`src/shared/ctp_pkg.sv`:
```
// package: register map, field positions, reset values and prescale decode
package ctp_pkg;
  localparam int ADDR_W = 12;
  // register byte offsets
  localparam logic [11:0] OFF_CTRL_LO = 12'h000;
  localparam logic [11:0] OFF_CTRL_HI = 12'h004;
  localparam logic [11:0] OFF_PER_LO = 12'h008;
  localparam logic [11:0] OFF_PER_HI = 12'h00C;
  localparam logic [11:0] OFF_CNT_LO = 12'h010;
  localparam logic [11:0] OFF_CNT_HI = 12'h014;
  localparam logic [11:0] OFF_FLAGS = 12'h018;
  // control field positions
  localparam int BIT_RUN = 15;
  localparam int BIT_HALT = 13;
  localparam int BIT_GATE = 6;
  localparam int BIT_PS_HI = 5;
  localparam int BIT_PS_LO = 4;
  localparam int BIT_JOIN = 3;
  localparam int BIT_EXT = 1;
  // flag register field positions
  localparam int BIT_FLAG_LO = 0;
  localparam int BIT_FLAG_HI = 1;
  // implemented control bits
  localparam logic [15:0] MASK_CTRL_LO = 16'hA07A;
  localparam logic [15:0] MASK_CTRL_HI = 16'hA072;
  // values after reset
  localparam logic [15:0] RST_CTRL = 16'h0000;
  localparam logic [15:0] RST_PER = 16'hFFFF;
  localparam logic [15:0] RST_CNT = 16'h0000;
  // prescaler terminal counts
  localparam logic [7:0] PS_LIM_1 = 8'h00;
  localparam logic [7:0] PS_LIM_8 = 8'h07;
  localparam logic [7:0] PS_LIM_64 = 8'h3F;
  localparam logic [7:0] PS_LIM_256 = 8'hFF;
  typedef enum logic [1:0] {PS_DIV_1, PS_DIV_8, PS_DIV_64, PS_DIV_256} ctp_ps_t;

  // terminal count of the prescaler for a select code
  function automatic logic [7:0] ps_limit(input logic [1:0] sel);
    logic [7:0] lim;
    lim = PS_LIM_1;
    unique case (ctp_ps_t'(sel))
      PS_DIV_1: lim = PS_LIM_1;
      PS_DIV_8: lim = PS_LIM_8;
      PS_DIV_64: lim = PS_LIM_64;
      PS_DIV_256: lim = PS_LIM_256;
    endcase
    return lim;
  endfunction : ps_limit
endpackage : ctp_pkg

```
`src/shared/ctp_lane_if.sv`:
```
// interface: configuration into one count lane and its events back out
`timescale 1ns/1ps
`default_nettype none
interface ctp_lane_if;
  logic run;
  logic halt;
  logic idle;
  logic gate_en;
  logic ext_sel;
  logic cfg_wr;
  logic [1:0] ps_sel;
  logic tick;
  logic gate_fall;
  modport lane (
    input run, halt, idle, gate_en, ext_sel, cfg_wr, ps_sel,
    output tick, gate_fall
  );
  modport ctl (
    output run, halt, idle, gate_en, ext_sel, cfg_wr, ps_sel,
    input tick, gate_fall
  );
endinterface : ctp_lane_if
`default_nettype wire

```
`src/design/ctp_lane.sv`:
```
// count lane: pin synchronisers, clock source select, gating and prescaler
`timescale 1ns/1ps
`default_nettype none
module ctp_lane (
  // clock and reset
  input wire logic ref_clk_i,
  input wire logic sys_rst_i,
  // external pins
  input wire logic count_pin_i,
  input wire logic gate_pin_i,
  // configuration and events
  ctp_lane_if.lane lif
);
  logic [1:0] pin_sync_r;
  logic [1:0] gate_sync_r;
  logic pin_prev_r;
  logic gate_prev_r;
  logic [7:0] pcnt_r;
  logic [7:0] pcnt_nxt;
  wire active;
  wire pin_rise;
  wire gate_lvl;
  wire gated;
  wire src;
  wire at_lim;
  wire step;
  wire [7:0] lim;

  // source selection and gating
  assign active = lif.run & ~(lif.halt & lif.idle);
  assign pin_rise = pin_sync_r[1] & ~pin_prev_r;
  assign gate_lvl = gate_sync_r[1];
  assign gated = lif.gate_en & ~lif.ext_sel;
  assign src = lif.ext_sel ? pin_rise : (gated ? gate_lvl : 1'h1);
  assign lim = ctp_pkg::ps_limit(lif.ps_sel);
  assign at_lim = pcnt_r >= lim;
  assign step = active & src;
  assign lif.tick = step & at_lim;
  assign lif.gate_fall = active & gated & gate_prev_r & ~gate_lvl;
  // prescaler restarts on a configuration write or while stopped
  assign pcnt_nxt = (lif.cfg_wr | ~active) ? 8'h00 : (step ? (at_lim ? 8'h00 : pcnt_r + 8'h01) : pcnt_r);

  // synchronisers, edge history and prescaler
  always_ff @(posedge ref_clk_i) begin
    if (sys_rst_i) begin
      pin_sync_r <= 2'h0;
      gate_sync_r <= 2'h0;
      pin_prev_r <= 1'h0;
      gate_prev_r <= 1'h0;
      pcnt_r <= 8'h00;
    end else begin
      pin_sync_r <= {pin_sync_r[0], count_pin_i};
      gate_sync_r <= {gate_sync_r[0], gate_pin_i};
      pin_prev_r <= pin_sync_r[1];
      gate_prev_r <= gate_sync_r[1];
      pcnt_r <= pcnt_nxt;
    end
  end
endmodule : ctp_lane
`default_nettype wire

```
`src/design/ctp_top.sv`:
```
// top: cascadable pair of 16-bit timers with an apb register slave
//
// The APB slave port and the register offsets were decided locally.
`timescale 1ns/1ps
`default_nettype none
module ctp_top (
  // clock and reset
  input wire logic ref_clk_i,
  input wire logic sys_rst_i,
  // apb slave
  input wire logic psel_i,
  input wire logic penable_i,
  input wire logic pwrite_i,
  input wire logic [ctp_pkg::ADDR_W-1:0] paddr_i,
  input wire logic [31:0] pwdata_i,
  input wire logic [3:0] pstrb_i,
  output logic [31:0] prdata_o,
  output logic pready_o,
  output logic pslverr_o,
  // device state and pins
  input wire logic idle_i,
  input wire logic low_word_count_pin_i,
  input wire logic high_word_count_pin_i,
  input wire logic low_word_gate_pin_i,
  input wire logic high_word_gate_pin_i,
  // timer flags
  output logic low_flag_o,
  output logic high_flag_o
);
  // registers
  logic [15:0] ctrl_lo_r;
  logic [15:0] ctrl_lo_nxt;
  logic [15:0] ctrl_hi_r;
  logic [15:0] ctrl_hi_nxt;
  logic [15:0] per_lo_r;
  logic [15:0] per_lo_nxt;
  logic [15:0] per_hi_r;
  logic [15:0] per_hi_nxt;
  logic [15:0] cnt_lo_r;
  logic [15:0] cnt_lo_nxt;
  logic [15:0] cnt_hi_r;
  logic [15:0] cnt_hi_nxt;
  logic flag_lo_r;
  logic flag_lo_nxt;
  logic flag_hi_r;
  logic flag_hi_nxt;
  logic [31:0] prdata_r;
  logic [31:0] prdata_nxt;
  logic pready_r;
  logic pready_nxt;
  logic pslverr_r;
  logic pslverr_nxt;

  ctp_lane_if lo_if ();
  ctp_lane_if hi_if ();

  // merge a bus write into a register under byte strobes and field mask
  function automatic logic [15:0] wmerge(input logic [15:0] old, input logic [15:0] wd,
                                         input logic [1:0] strb, input logic [15:0] mask);
    logic [15:0] be;
    be = {{8{strb[1]}}, {8{strb[0]}}};
    return ((old & ~be) | (wd & be)) & mask;
  endfunction : wmerge

  // apb address decode
  wire setup = psel_i & ~penable_i;
  wire wr_acc = psel_i & penable_i & pready_r & pwrite_i;
  wire sel_ctrl_lo = paddr_i == ctp_pkg::OFF_CTRL_LO;
  wire sel_ctrl_hi = paddr_i == ctp_pkg::OFF_CTRL_HI;
  wire sel_per_lo = paddr_i == ctp_pkg::OFF_PER_LO;
  wire sel_per_hi = paddr_i == ctp_pkg::OFF_PER_HI;
  wire sel_cnt_lo = paddr_i == ctp_pkg::OFF_CNT_LO;
  wire sel_cnt_hi = paddr_i == ctp_pkg::OFF_CNT_HI;
  wire sel_flags = paddr_i == ctp_pkg::OFF_FLAGS;
  wire hit = sel_ctrl_lo | sel_ctrl_hi | sel_per_lo | sel_per_hi | sel_cnt_lo | sel_cnt_hi | sel_flags;
  wire wr_ctrl_lo = wr_acc & sel_ctrl_lo;
  wire wr_ctrl_hi = wr_acc & sel_ctrl_hi;
  wire wr_per_lo = wr_acc & sel_per_lo;
  wire wr_per_hi = wr_acc & sel_per_hi;
  wire wr_cnt_lo = wr_acc & sel_cnt_lo;
  wire wr_cnt_hi = wr_acc & sel_cnt_hi;
  wire wr_flags = wr_acc & sel_flags;
  wire [15:0] wd16 = pwdata_i[15:0];
  wire [1:0] st2 = pstrb_i[1:0];

  // read data select, upper half always zero
  wire [15:0] rd16 =
    sel_ctrl_lo ? ctrl_lo_r :
    sel_ctrl_hi ? ctrl_hi_r :
    sel_per_lo ? per_lo_r :
    sel_per_hi ? per_hi_r :
    sel_cnt_lo ? cnt_lo_r :
    sel_cnt_hi ? cnt_hi_r :
    sel_flags ? {14'h0, flag_hi_r, flag_lo_r} : 16'h0000;

  // apb answer: ready in the first access cycle, error on a miss
  assign pready_nxt = setup;
  assign pslverr_nxt = setup & ~hit;
  assign prdata_nxt = (setup & ~pwrite_i) ? {16'h0000, rd16} : 32'h0000_0000;

  // control register decode
  wire joined = ctrl_lo_r[ctp_pkg::BIT_JOIN];
  wire run_lo = ctrl_lo_r[ctp_pkg::BIT_RUN];
  wire run_hi = ctrl_hi_r[ctp_pkg::BIT_RUN] & ~joined;

  // low lane follows the low control register in both modes
  assign lo_if.run = run_lo;
  assign lo_if.halt = ctrl_lo_r[ctp_pkg::BIT_HALT];
  assign lo_if.idle = idle_i;
  assign lo_if.gate_en = ctrl_lo_r[ctp_pkg::BIT_GATE];
  assign lo_if.ext_sel = ctrl_lo_r[ctp_pkg::BIT_EXT];
  assign lo_if.ps_sel = ctrl_lo_r[ctp_pkg::BIT_PS_HI:ctp_pkg::BIT_PS_LO];
  assign lo_if.cfg_wr = wr_ctrl_lo;

  // high lane is held stopped while the pair is joined
  assign hi_if.run = run_hi;
  assign hi_if.halt = ctrl_hi_r[ctp_pkg::BIT_HALT];
  assign hi_if.idle = idle_i;
  assign hi_if.gate_en = ctrl_hi_r[ctp_pkg::BIT_GATE];
  assign hi_if.ext_sel = ctrl_hi_r[ctp_pkg::BIT_EXT];
  assign hi_if.ps_sel = ctrl_hi_r[ctp_pkg::BIT_PS_HI:ctp_pkg::BIT_PS_LO];
  assign hi_if.cfg_wr = wr_ctrl_hi | wr_ctrl_lo;

  // lane instances
  ctp_lane u_lane_lo (
    .ref_clk_i(ref_clk_i),
    .sys_rst_i(sys_rst_i),
    .count_pin_i(low_word_count_pin_i),
    .gate_pin_i(low_word_gate_pin_i),
    .lif(lo_if)
  );

  ctp_lane u_lane_hi (
    .ref_clk_i(ref_clk_i),
    .sys_rst_i(sys_rst_i),
    .count_pin_i(high_word_count_pin_i),
    .gate_pin_i(high_word_gate_pin_i),
    .lif(hi_if)
  );

  // count and period comparison
  wire tick_lo = lo_if.tick;
  wire tick_hi = hi_if.tick;
  wire [31:0] cnt32 = {cnt_hi_r, cnt_lo_r};
  wire [31:0] per32 = {per_hi_r, per_lo_r};
  wire [31:0] inc32 = cnt32 + 32'h0000_0001;
  wire match32 = cnt32 == per32;
  wire match_lo = cnt_lo_r == per_lo_r;
  wire match_hi = cnt_hi_r == per_hi_r;
  wire tick32 = joined & tick_lo;

  // next counts: a bus write wins over a tick
  wire [15:0] lo_step = joined ? (match32 ? 16'h0000 : inc32[15:0]) : (match_lo ? 16'h0000 : cnt_lo_r + 16'h0001);
  wire [15:0] hi_step32 = match32 ? 16'h0000 : inc32[31:16];
  wire [15:0] hi_step16 = match_hi ? 16'h0000 : cnt_hi_r + 16'h0001;
  assign cnt_lo_nxt = wr_cnt_lo ? wmerge(cnt_lo_r, wd16, st2, 16'hFFFF) : (tick_lo ? lo_step : cnt_lo_r);
  assign cnt_hi_nxt = wr_cnt_hi ? wmerge(cnt_hi_r, wd16, st2, 16'hFFFF) :
                      tick32 ? hi_step32 : (tick_hi ? hi_step16 : cnt_hi_r);

  // flag events: the joined pair reports only through the high flag
  wire ev_lo = ~joined & ((tick_lo & match_lo) | lo_if.gate_fall);
  wire ev_hi = joined ? ((tick_lo & match32) | lo_if.gate_fall) : ((tick_hi & match_hi) | hi_if.gate_fall);
  wire clr_lo = wr_flags & st2[0] & wd16[ctp_pkg::BIT_FLAG_LO];
  wire clr_hi = wr_flags & st2[0] & wd16[ctp_pkg::BIT_FLAG_HI];
  // a new event wins over a clear in the same cycle
  assign flag_lo_nxt = ev_lo | (flag_lo_r & ~clr_lo);
  assign flag_hi_nxt = ev_hi | (flag_hi_r & ~clr_hi);

  // control and period writes, reserved bits masked to zero
  assign ctrl_lo_nxt = wr_ctrl_lo ? wmerge(ctrl_lo_r, wd16, st2, ctp_pkg::MASK_CTRL_LO) : ctrl_lo_r;
  assign ctrl_hi_nxt = wr_ctrl_hi ? wmerge(ctrl_hi_r, wd16, st2, ctp_pkg::MASK_CTRL_HI) : ctrl_hi_r;
  assign per_lo_nxt = wr_per_lo ? wmerge(per_lo_r, wd16, st2, 16'hFFFF) : per_lo_r;
  assign per_hi_nxt = wr_per_hi ? wmerge(per_hi_r, wd16, st2, 16'hFFFF) : per_hi_r;

  // register file
  always_ff @(posedge ref_clk_i) begin
    if (sys_rst_i) begin
      ctrl_lo_r <= ctp_pkg::RST_CTRL;
      ctrl_hi_r <= ctp_pkg::RST_CTRL;
      per_lo_r <= ctp_pkg::RST_PER;
      per_hi_r <= ctp_pkg::RST_PER;
      cnt_lo_r <= ctp_pkg::RST_CNT;
      cnt_hi_r <= ctp_pkg::RST_CNT;
      flag_lo_r <= 1'h0;
      flag_hi_r <= 1'h0;
    end else begin
      ctrl_lo_r <= ctrl_lo_nxt;
      ctrl_hi_r <= ctrl_hi_nxt;
      per_lo_r <= per_lo_nxt;
      per_hi_r <= per_hi_nxt;
      cnt_lo_r <= cnt_lo_nxt;
      cnt_hi_r <= cnt_hi_nxt;
      flag_lo_r <= flag_lo_nxt;
      flag_hi_r <= flag_hi_nxt;
    end
  end

  // apb answer registers
  always_ff @(posedge ref_clk_i) begin
    if (sys_rst_i) begin
      prdata_r <= 32'h0000_0000;
      pready_r <= 1'h0;
      pslverr_r <= 1'h0;
    end else begin
      prdata_r <= prdata_nxt;
      pready_r <= pready_nxt;
      pslverr_r <= pslverr_nxt;
    end
  end

  // outputs straight from flip-flops
  assign prdata_o = prdata_r;
  assign pready_o = pready_r;
  assign pslverr_o = pslverr_r;
  assign low_flag_o = flag_lo_r;
  assign high_flag_o = flag_hi_r;
endmodule : ctp_top
`default_nettype wire

```
`config.mk`:
```
export PLATFORM = sky130hd
export DESIGN_NAME = ctp_top
export DESIGN_NICKNAME = d
export VERILOG_FILES = /design/src/shared/ctp_pkg.sv /design/src/shared/ctp_lane_if.sv /design/src/design/ctp_lane.sv /design/src/design/ctp_top.sv
export SDC_FILE = /design/constraint.sdc
export NUM_CORES = 1
export LEC_CHECK = 0
export BUFFER_PORTS_ARGS = -buffer_cell sky130_fd_sc_hd__buf_4
export CAP_MARGIN = 20
export CORE_MARGIN = 2
export CORE_UTILIZATION = 45
export CTS_CLUSTER_DIAMETER = 200
export DETAILED_ROUTE_END_ITERATION = 12
export MAX_ROUTING_LAYER = met4
export PLACE_DENSITY = 0.71
export RECOVER_POWER = 100
export SYNTH_ARGS = -nofsm -noshare
export SYNTH_HDL_FRONTEND = slang
export SYNTH_HIERARCHICAL = 1
export SYNTH_SLANG_ARGS = --single-unit
```
`constraint.sdc`:
```
create_clock -name ref_clk_i -period 3.9 [get_ports ref_clk_i]
set_clock_uncertainty 0.1 [all_clocks]
set_input_delay 0.585 -clock ref_clk_i [delete_from_list [all_inputs] [get_ports ref_clk_i]]
set_output_delay 0.585 -clock ref_clk_i [all_outputs]
set_load 0.01 [all_outputs]
```
Word-level counts from Yosys, hierarchy flattened. Cells that the tools add are included.

Bits in registers: 141. Word-level logic and storage cells: 165.

Add/subtract/negate cells: 5. Order comparisons: 2. Eq/ne operators: 15. Multiplexer cells: 26. Bitwise gates (word level): 87. Reductions and logical operators: 8.

Operator list (number): two-way mux 16 bit (16); bitwise AND 16 bit (7); OR 16 bit (6); case mux 8 bit (4 select lines) (2); bitwise AND 1 bit (42); equality test 12 x 5 -> 1 bit (second input constant) (3); adder 16 x 1 -> 16 bit (second input constant) (2); adder 32 x 1 -> 32 bit (second input constant) (1); equality test 16 bit (2); equality test 32 bit (1); equality test 12 x 4 -> 1 bit (second input constant) (2); NOT 1 bit (17); adder 8 x 1 -> 8 bit (second input constant) (2); greater-or-equal comparator 8 bit (2); two-way mux 8 bit (2); NOT 16 bit (1); OR 1 bit (14); equality test 12 x 3 -> 1 bit (second input constant) (1); logical NOT 12 bit (1); equality test 2 bit (second input constant) (4); OR reduction 2 bit (3); two-way mux 1 bit (5); equality test 2 x 1 -> 1 bit (second input constant) (2); logical NOT 2 bit (2); other kinds (3) (3).

Depth between registers and ports, before layout.
Depth after elaboration: 10. Gate-level depth with buffers: 13. Mapped depth without buffers: 12.

By module. Netlist, hierarchy kept.

Modules (own cells, without submodules): ctp_top (instances 1, cells an instance 711, area an instance 5773.0 µm², seq. area each 1941.9 µm²); ctp_lane (instances 2, cells an instance 96, area an instance 804.5 µm², seq. area each 280.3 µm²).

Worst setup path before layout. OpenSTA, ideal clock, no wires.

Kind: reg-to-reg. Start: reg (tool-made name). End: reg (tool-made name). Setup time: 0.086 ns. Arrival: 2.824 ns. Required time: 3.714 ns. Path slack: 0.890 ns. Stages on the path, launching flop included: 14. Buffers on the path: 1. Period minus slack after synthesis: 3.010 ns. Path through: dfxtp_1 inv_1 ha_1 o211a_1 a211o_1 a311oi_4 buf_6 nor2_1 nand2_1 nand2b_1 nand2b_1 o21ai_1 o21ai_0 a211oi_1.

==> summary.txt <==
Outcome
  – Outcome: finished with violations
  – Failing checks: capacitance limit, slew limit

Critical path
  – Crit-path slowest cell: dfxtp_1
  – CP peak stage delay: 0.39 ns
  – Setup Crit Path Kind: reg -> reg
  – Worst-path cell chain: inv_1 > ha_1 > o211a_1 > a211o_1 > a311oi_4 > nor2_1 > clkbuf_1 > and2_0 > o21ai_0 > clkbuf_1 > o21ai_0 > o211ai_1 > o21ai_0
  – CP endpoint kind: register
  – Critical Path AT: 3.60 ns
  – R2R Setup Slk: 0.46 ns
  – Crit path buffers/inverters: 3
  – CP Launch Type: register
  – Critical Path RT: 4.06 ns
  – Top delay family on crit path: compound AO/OA/AOI/OAI gates
  – Most frequent CP cell: o21ai_0
  – CP max FO: 7

Floorplanning
  – Die H: 132 um
  – Initial Util: 0.463
  – # rows: 46
  – Io pins: 94
  – Core area: 15900 um2
  – Die area: 17400 um2
  – Die width: 132 um

Run
  – Max Cap Viol: 2

Detailed routing
  – Drt pass-1 iters: 6
  – DRT antenna net count: 0
  – Starting DRT DRC Count: 784
  – Via/cell ratio: 5.98
  – WL per Instance: 18.9 um
  – Via count: 7012
  – DRC viols: 0
  – Drt total wl: 22.1 mm

Synth
  – Synthesized flop and latch total: 125
  – Synth Instances: 903
  – Synth area leaders: dfxtp_1, mux2i_1, nand2_1
  – Netlist cell types: 67
  – EDFF count, synth: 0
  – Mapped Avg Cell Area: 8.18 um2
  – Cell Area, Synth: 7380 um2
  – Asr flop ratio synth: 0
  – Area leader, netlist: dfxtp_1
  – Top cell type's share of synthesized area: 0.339
  – Sequential-to-total area share from yosys stat: 0.339
  – Top_reg_cell synth: dfxtp_1
  – YS warnings: 6

GRT
  – Initial antenna violation count: 0
  – Vias in the first global route: 6424
  – Total GRT Usage: 0.259
  – Grt total ovfl: 0
  – Pin count of the biggest net entering global routing: 49
  – First-pass GRT wire length: 34.9 mm

Timing
  – Fin crit share: 0.883
  – Slew HR: -0.208
  – Fin. Hold Viols: 0
  – Final setup margin: 0.456 ns
  – Fin crit period: 3.44 ns
  – Total Neg Setup Slack: 0 ns
  – Final slew viol count: 47
  – Setup-failing EPs final: 0
  – Worst slew pin tran: 1.81 ns
  – Fmax: 290 MHz
  – RSZ-0062 raised after global routing: false
  – Fin Hold WS: 0.265 ns

Clock network
  – Skew-Pair Late Insertion Delay: 0.43 ns
  – Cts bufs inserted: 17
  – CTS clk-pin slew, worst paths: 0.06 ns
  – Clk buf depth: 2
  – Post-CTS Setup Bufs: 0
  – Clock Sinks: 125
  – H-tree levels: 4
  – Cts repair resizes: 0
  – Hold_buf cts: 0
  – Clock root buffer: clkbuf_16
  – CTS tree: done

Power and ir drop
  – Total Power: 3.08 mW
  – Clock Power Share: 0.544
  – Combinational group share of total power: 0.039
  – P_sw: 685 uW
  – Power per Cell Area: 365 nW/um2
  – Worst VDD drop: 0.333 mV
  – Static leakage: 2.83 nW
  – Flop pwr share: 0.417
  – Switch share: 0.222
  – Cell Int Power: 2.40 mW

Cells and area
  – Share of layout cells above drive strength 1: 0.121
  – Register area: 2500 um2
  – Area grow syn2layout: 14.3%
  – Fin area: 8440 um2
  – Diodes inserted: 0
  – Area of the multi-input gates: 4510 um2
  – Fillers: 1524
  – Nets: 1017

Placed design
  – Buffers on Ports: 59
  – Placer Congestion: 0.992
  – Dpl ws: 0.692 ns
  – Dpl cell area: 7950 um2
  – DP Wirelength: 15.6 mm

Min path
  – Min-Delay Path Class: in -> reg
area by class of cell:
| cell class | instances | area share |
|---|---|---|
| multi-input combinational | 705 | 0.534 |
| sequential | 125 | 0.296 |
| clock buffer | 23 | 0.0578 |
| timing repair buffer | 79 | 0.0575 |
| tap | 216 | 0.0320 |
| clock inverter | 9 | 0.0157 |
| inverter | 15 | 0.00667 |
logic make-up after synthesis:
family,Yosys count,synth area share
xor+xnor,44,0.0522
compound gates,199,0.192
other cells,1,0.000508
flops,125,0.339
mux,64,0.0886
fa+ha+maj,16,0.0271
buf+inv,88,0.0558
simple gates,366,0.245
synth_stat cells (4+ instances only):
cell type  number
dfxtp_1       125
nand2_1       123
nor2_1         77
mux2i_1        53
clkbuf_1       46
a21oi_1        45
xor2_1         37
nand3_1        32
o21ai_0        30
nor3_1         23
nor2b_1        22
a31oi_1        17
a211oi_1       16
buf_4          16
ha_1           16
inv_1          15
nor4_1         12
and4_1         11
mux2_2         11
nand4_1        11
and3_1         10
a222oi_1        9
or2_2           9
a32oi_1         8
o211ai_1        8
nand2b_1        7
xnor2_1         7
o22ai_1         6
o31ai_1         6
a21boi_0        5
a221oi_1        5
buf_2           5
nand3b_1        5
o221ai_1        5
or3_1           5
a22oi_1         4
buf_1           4
nor3_2          4
o32ai_1         4
worst reg2reg max path, delay by kind of cell, from the launching register on:
family	cells	cell delay, ns
buffers and inverters	3	0.62
flip-flops	1	0.39
AND/OR/NAND/NOR	2	0.37
adder cells (fa/ha/maj)	1	0.32
AO/OA/AOI/OAI	7	1.51
final timing paths:
check	startpoint	cells past startpoint	endpoint
hold / removal	penable_i	2	pready_o
setup reg to reg	register	13	register
setup / recovery	register	13	register
hold reg to reg	u_lane_lo/gate_sync_r[0]	1	u_lane_lo/gate_sync_r[1]
cells in the final DEF (no fill, tap or decap), drive strengths merged, types with 17 or more instances in the layout:
cell type	instances
a21oi	46
a31oi	17
buf	49
clkbuf	53
dfxtp	125
mux2i	53
nand2	123
nand3	34
nor2	78
nor2b	22
nor3	28
o21ai	33
xor2	37
per-layer routing:
| layer | part of all wire | up-vias | GRT usage | wire length [um] |
|---|---|---|---|---|
| met5 | 0 | - | - | 0 |
| met4 | 0.031 | 0 | 0.116 | 679 |
| met3 | 0.089 | 54 | 0.0515 | 1970 |
| met2 | 0.45 | 336 | 0.387 | 9950 |
| met1 | 0.43 | 3287 | 0.339 | 9520 |
| li1 | - | 3335 | - | - |
power by group through the flow:
stage	Clock (mW)	Sequential, mW	Combinational, mW
after CTS	1.69	1.28	0.120
after floorplan	0	1.31	0.0622
after global placement	0	1.31	0.118
after detailed placement	0	1.31	0.120
final	1.68	1.28	0.120
after global routing	1.76	1.28	0.126
per-stage QoR:
step,util,std cells
finish,0.529,1172
global route,0.529,1172
CTS,0.538,1172
detailed placement,0.499,1140
global placement,0.499,1140
floorplan,-,918
Note: power is estimated with default switching activity, not from simulation.
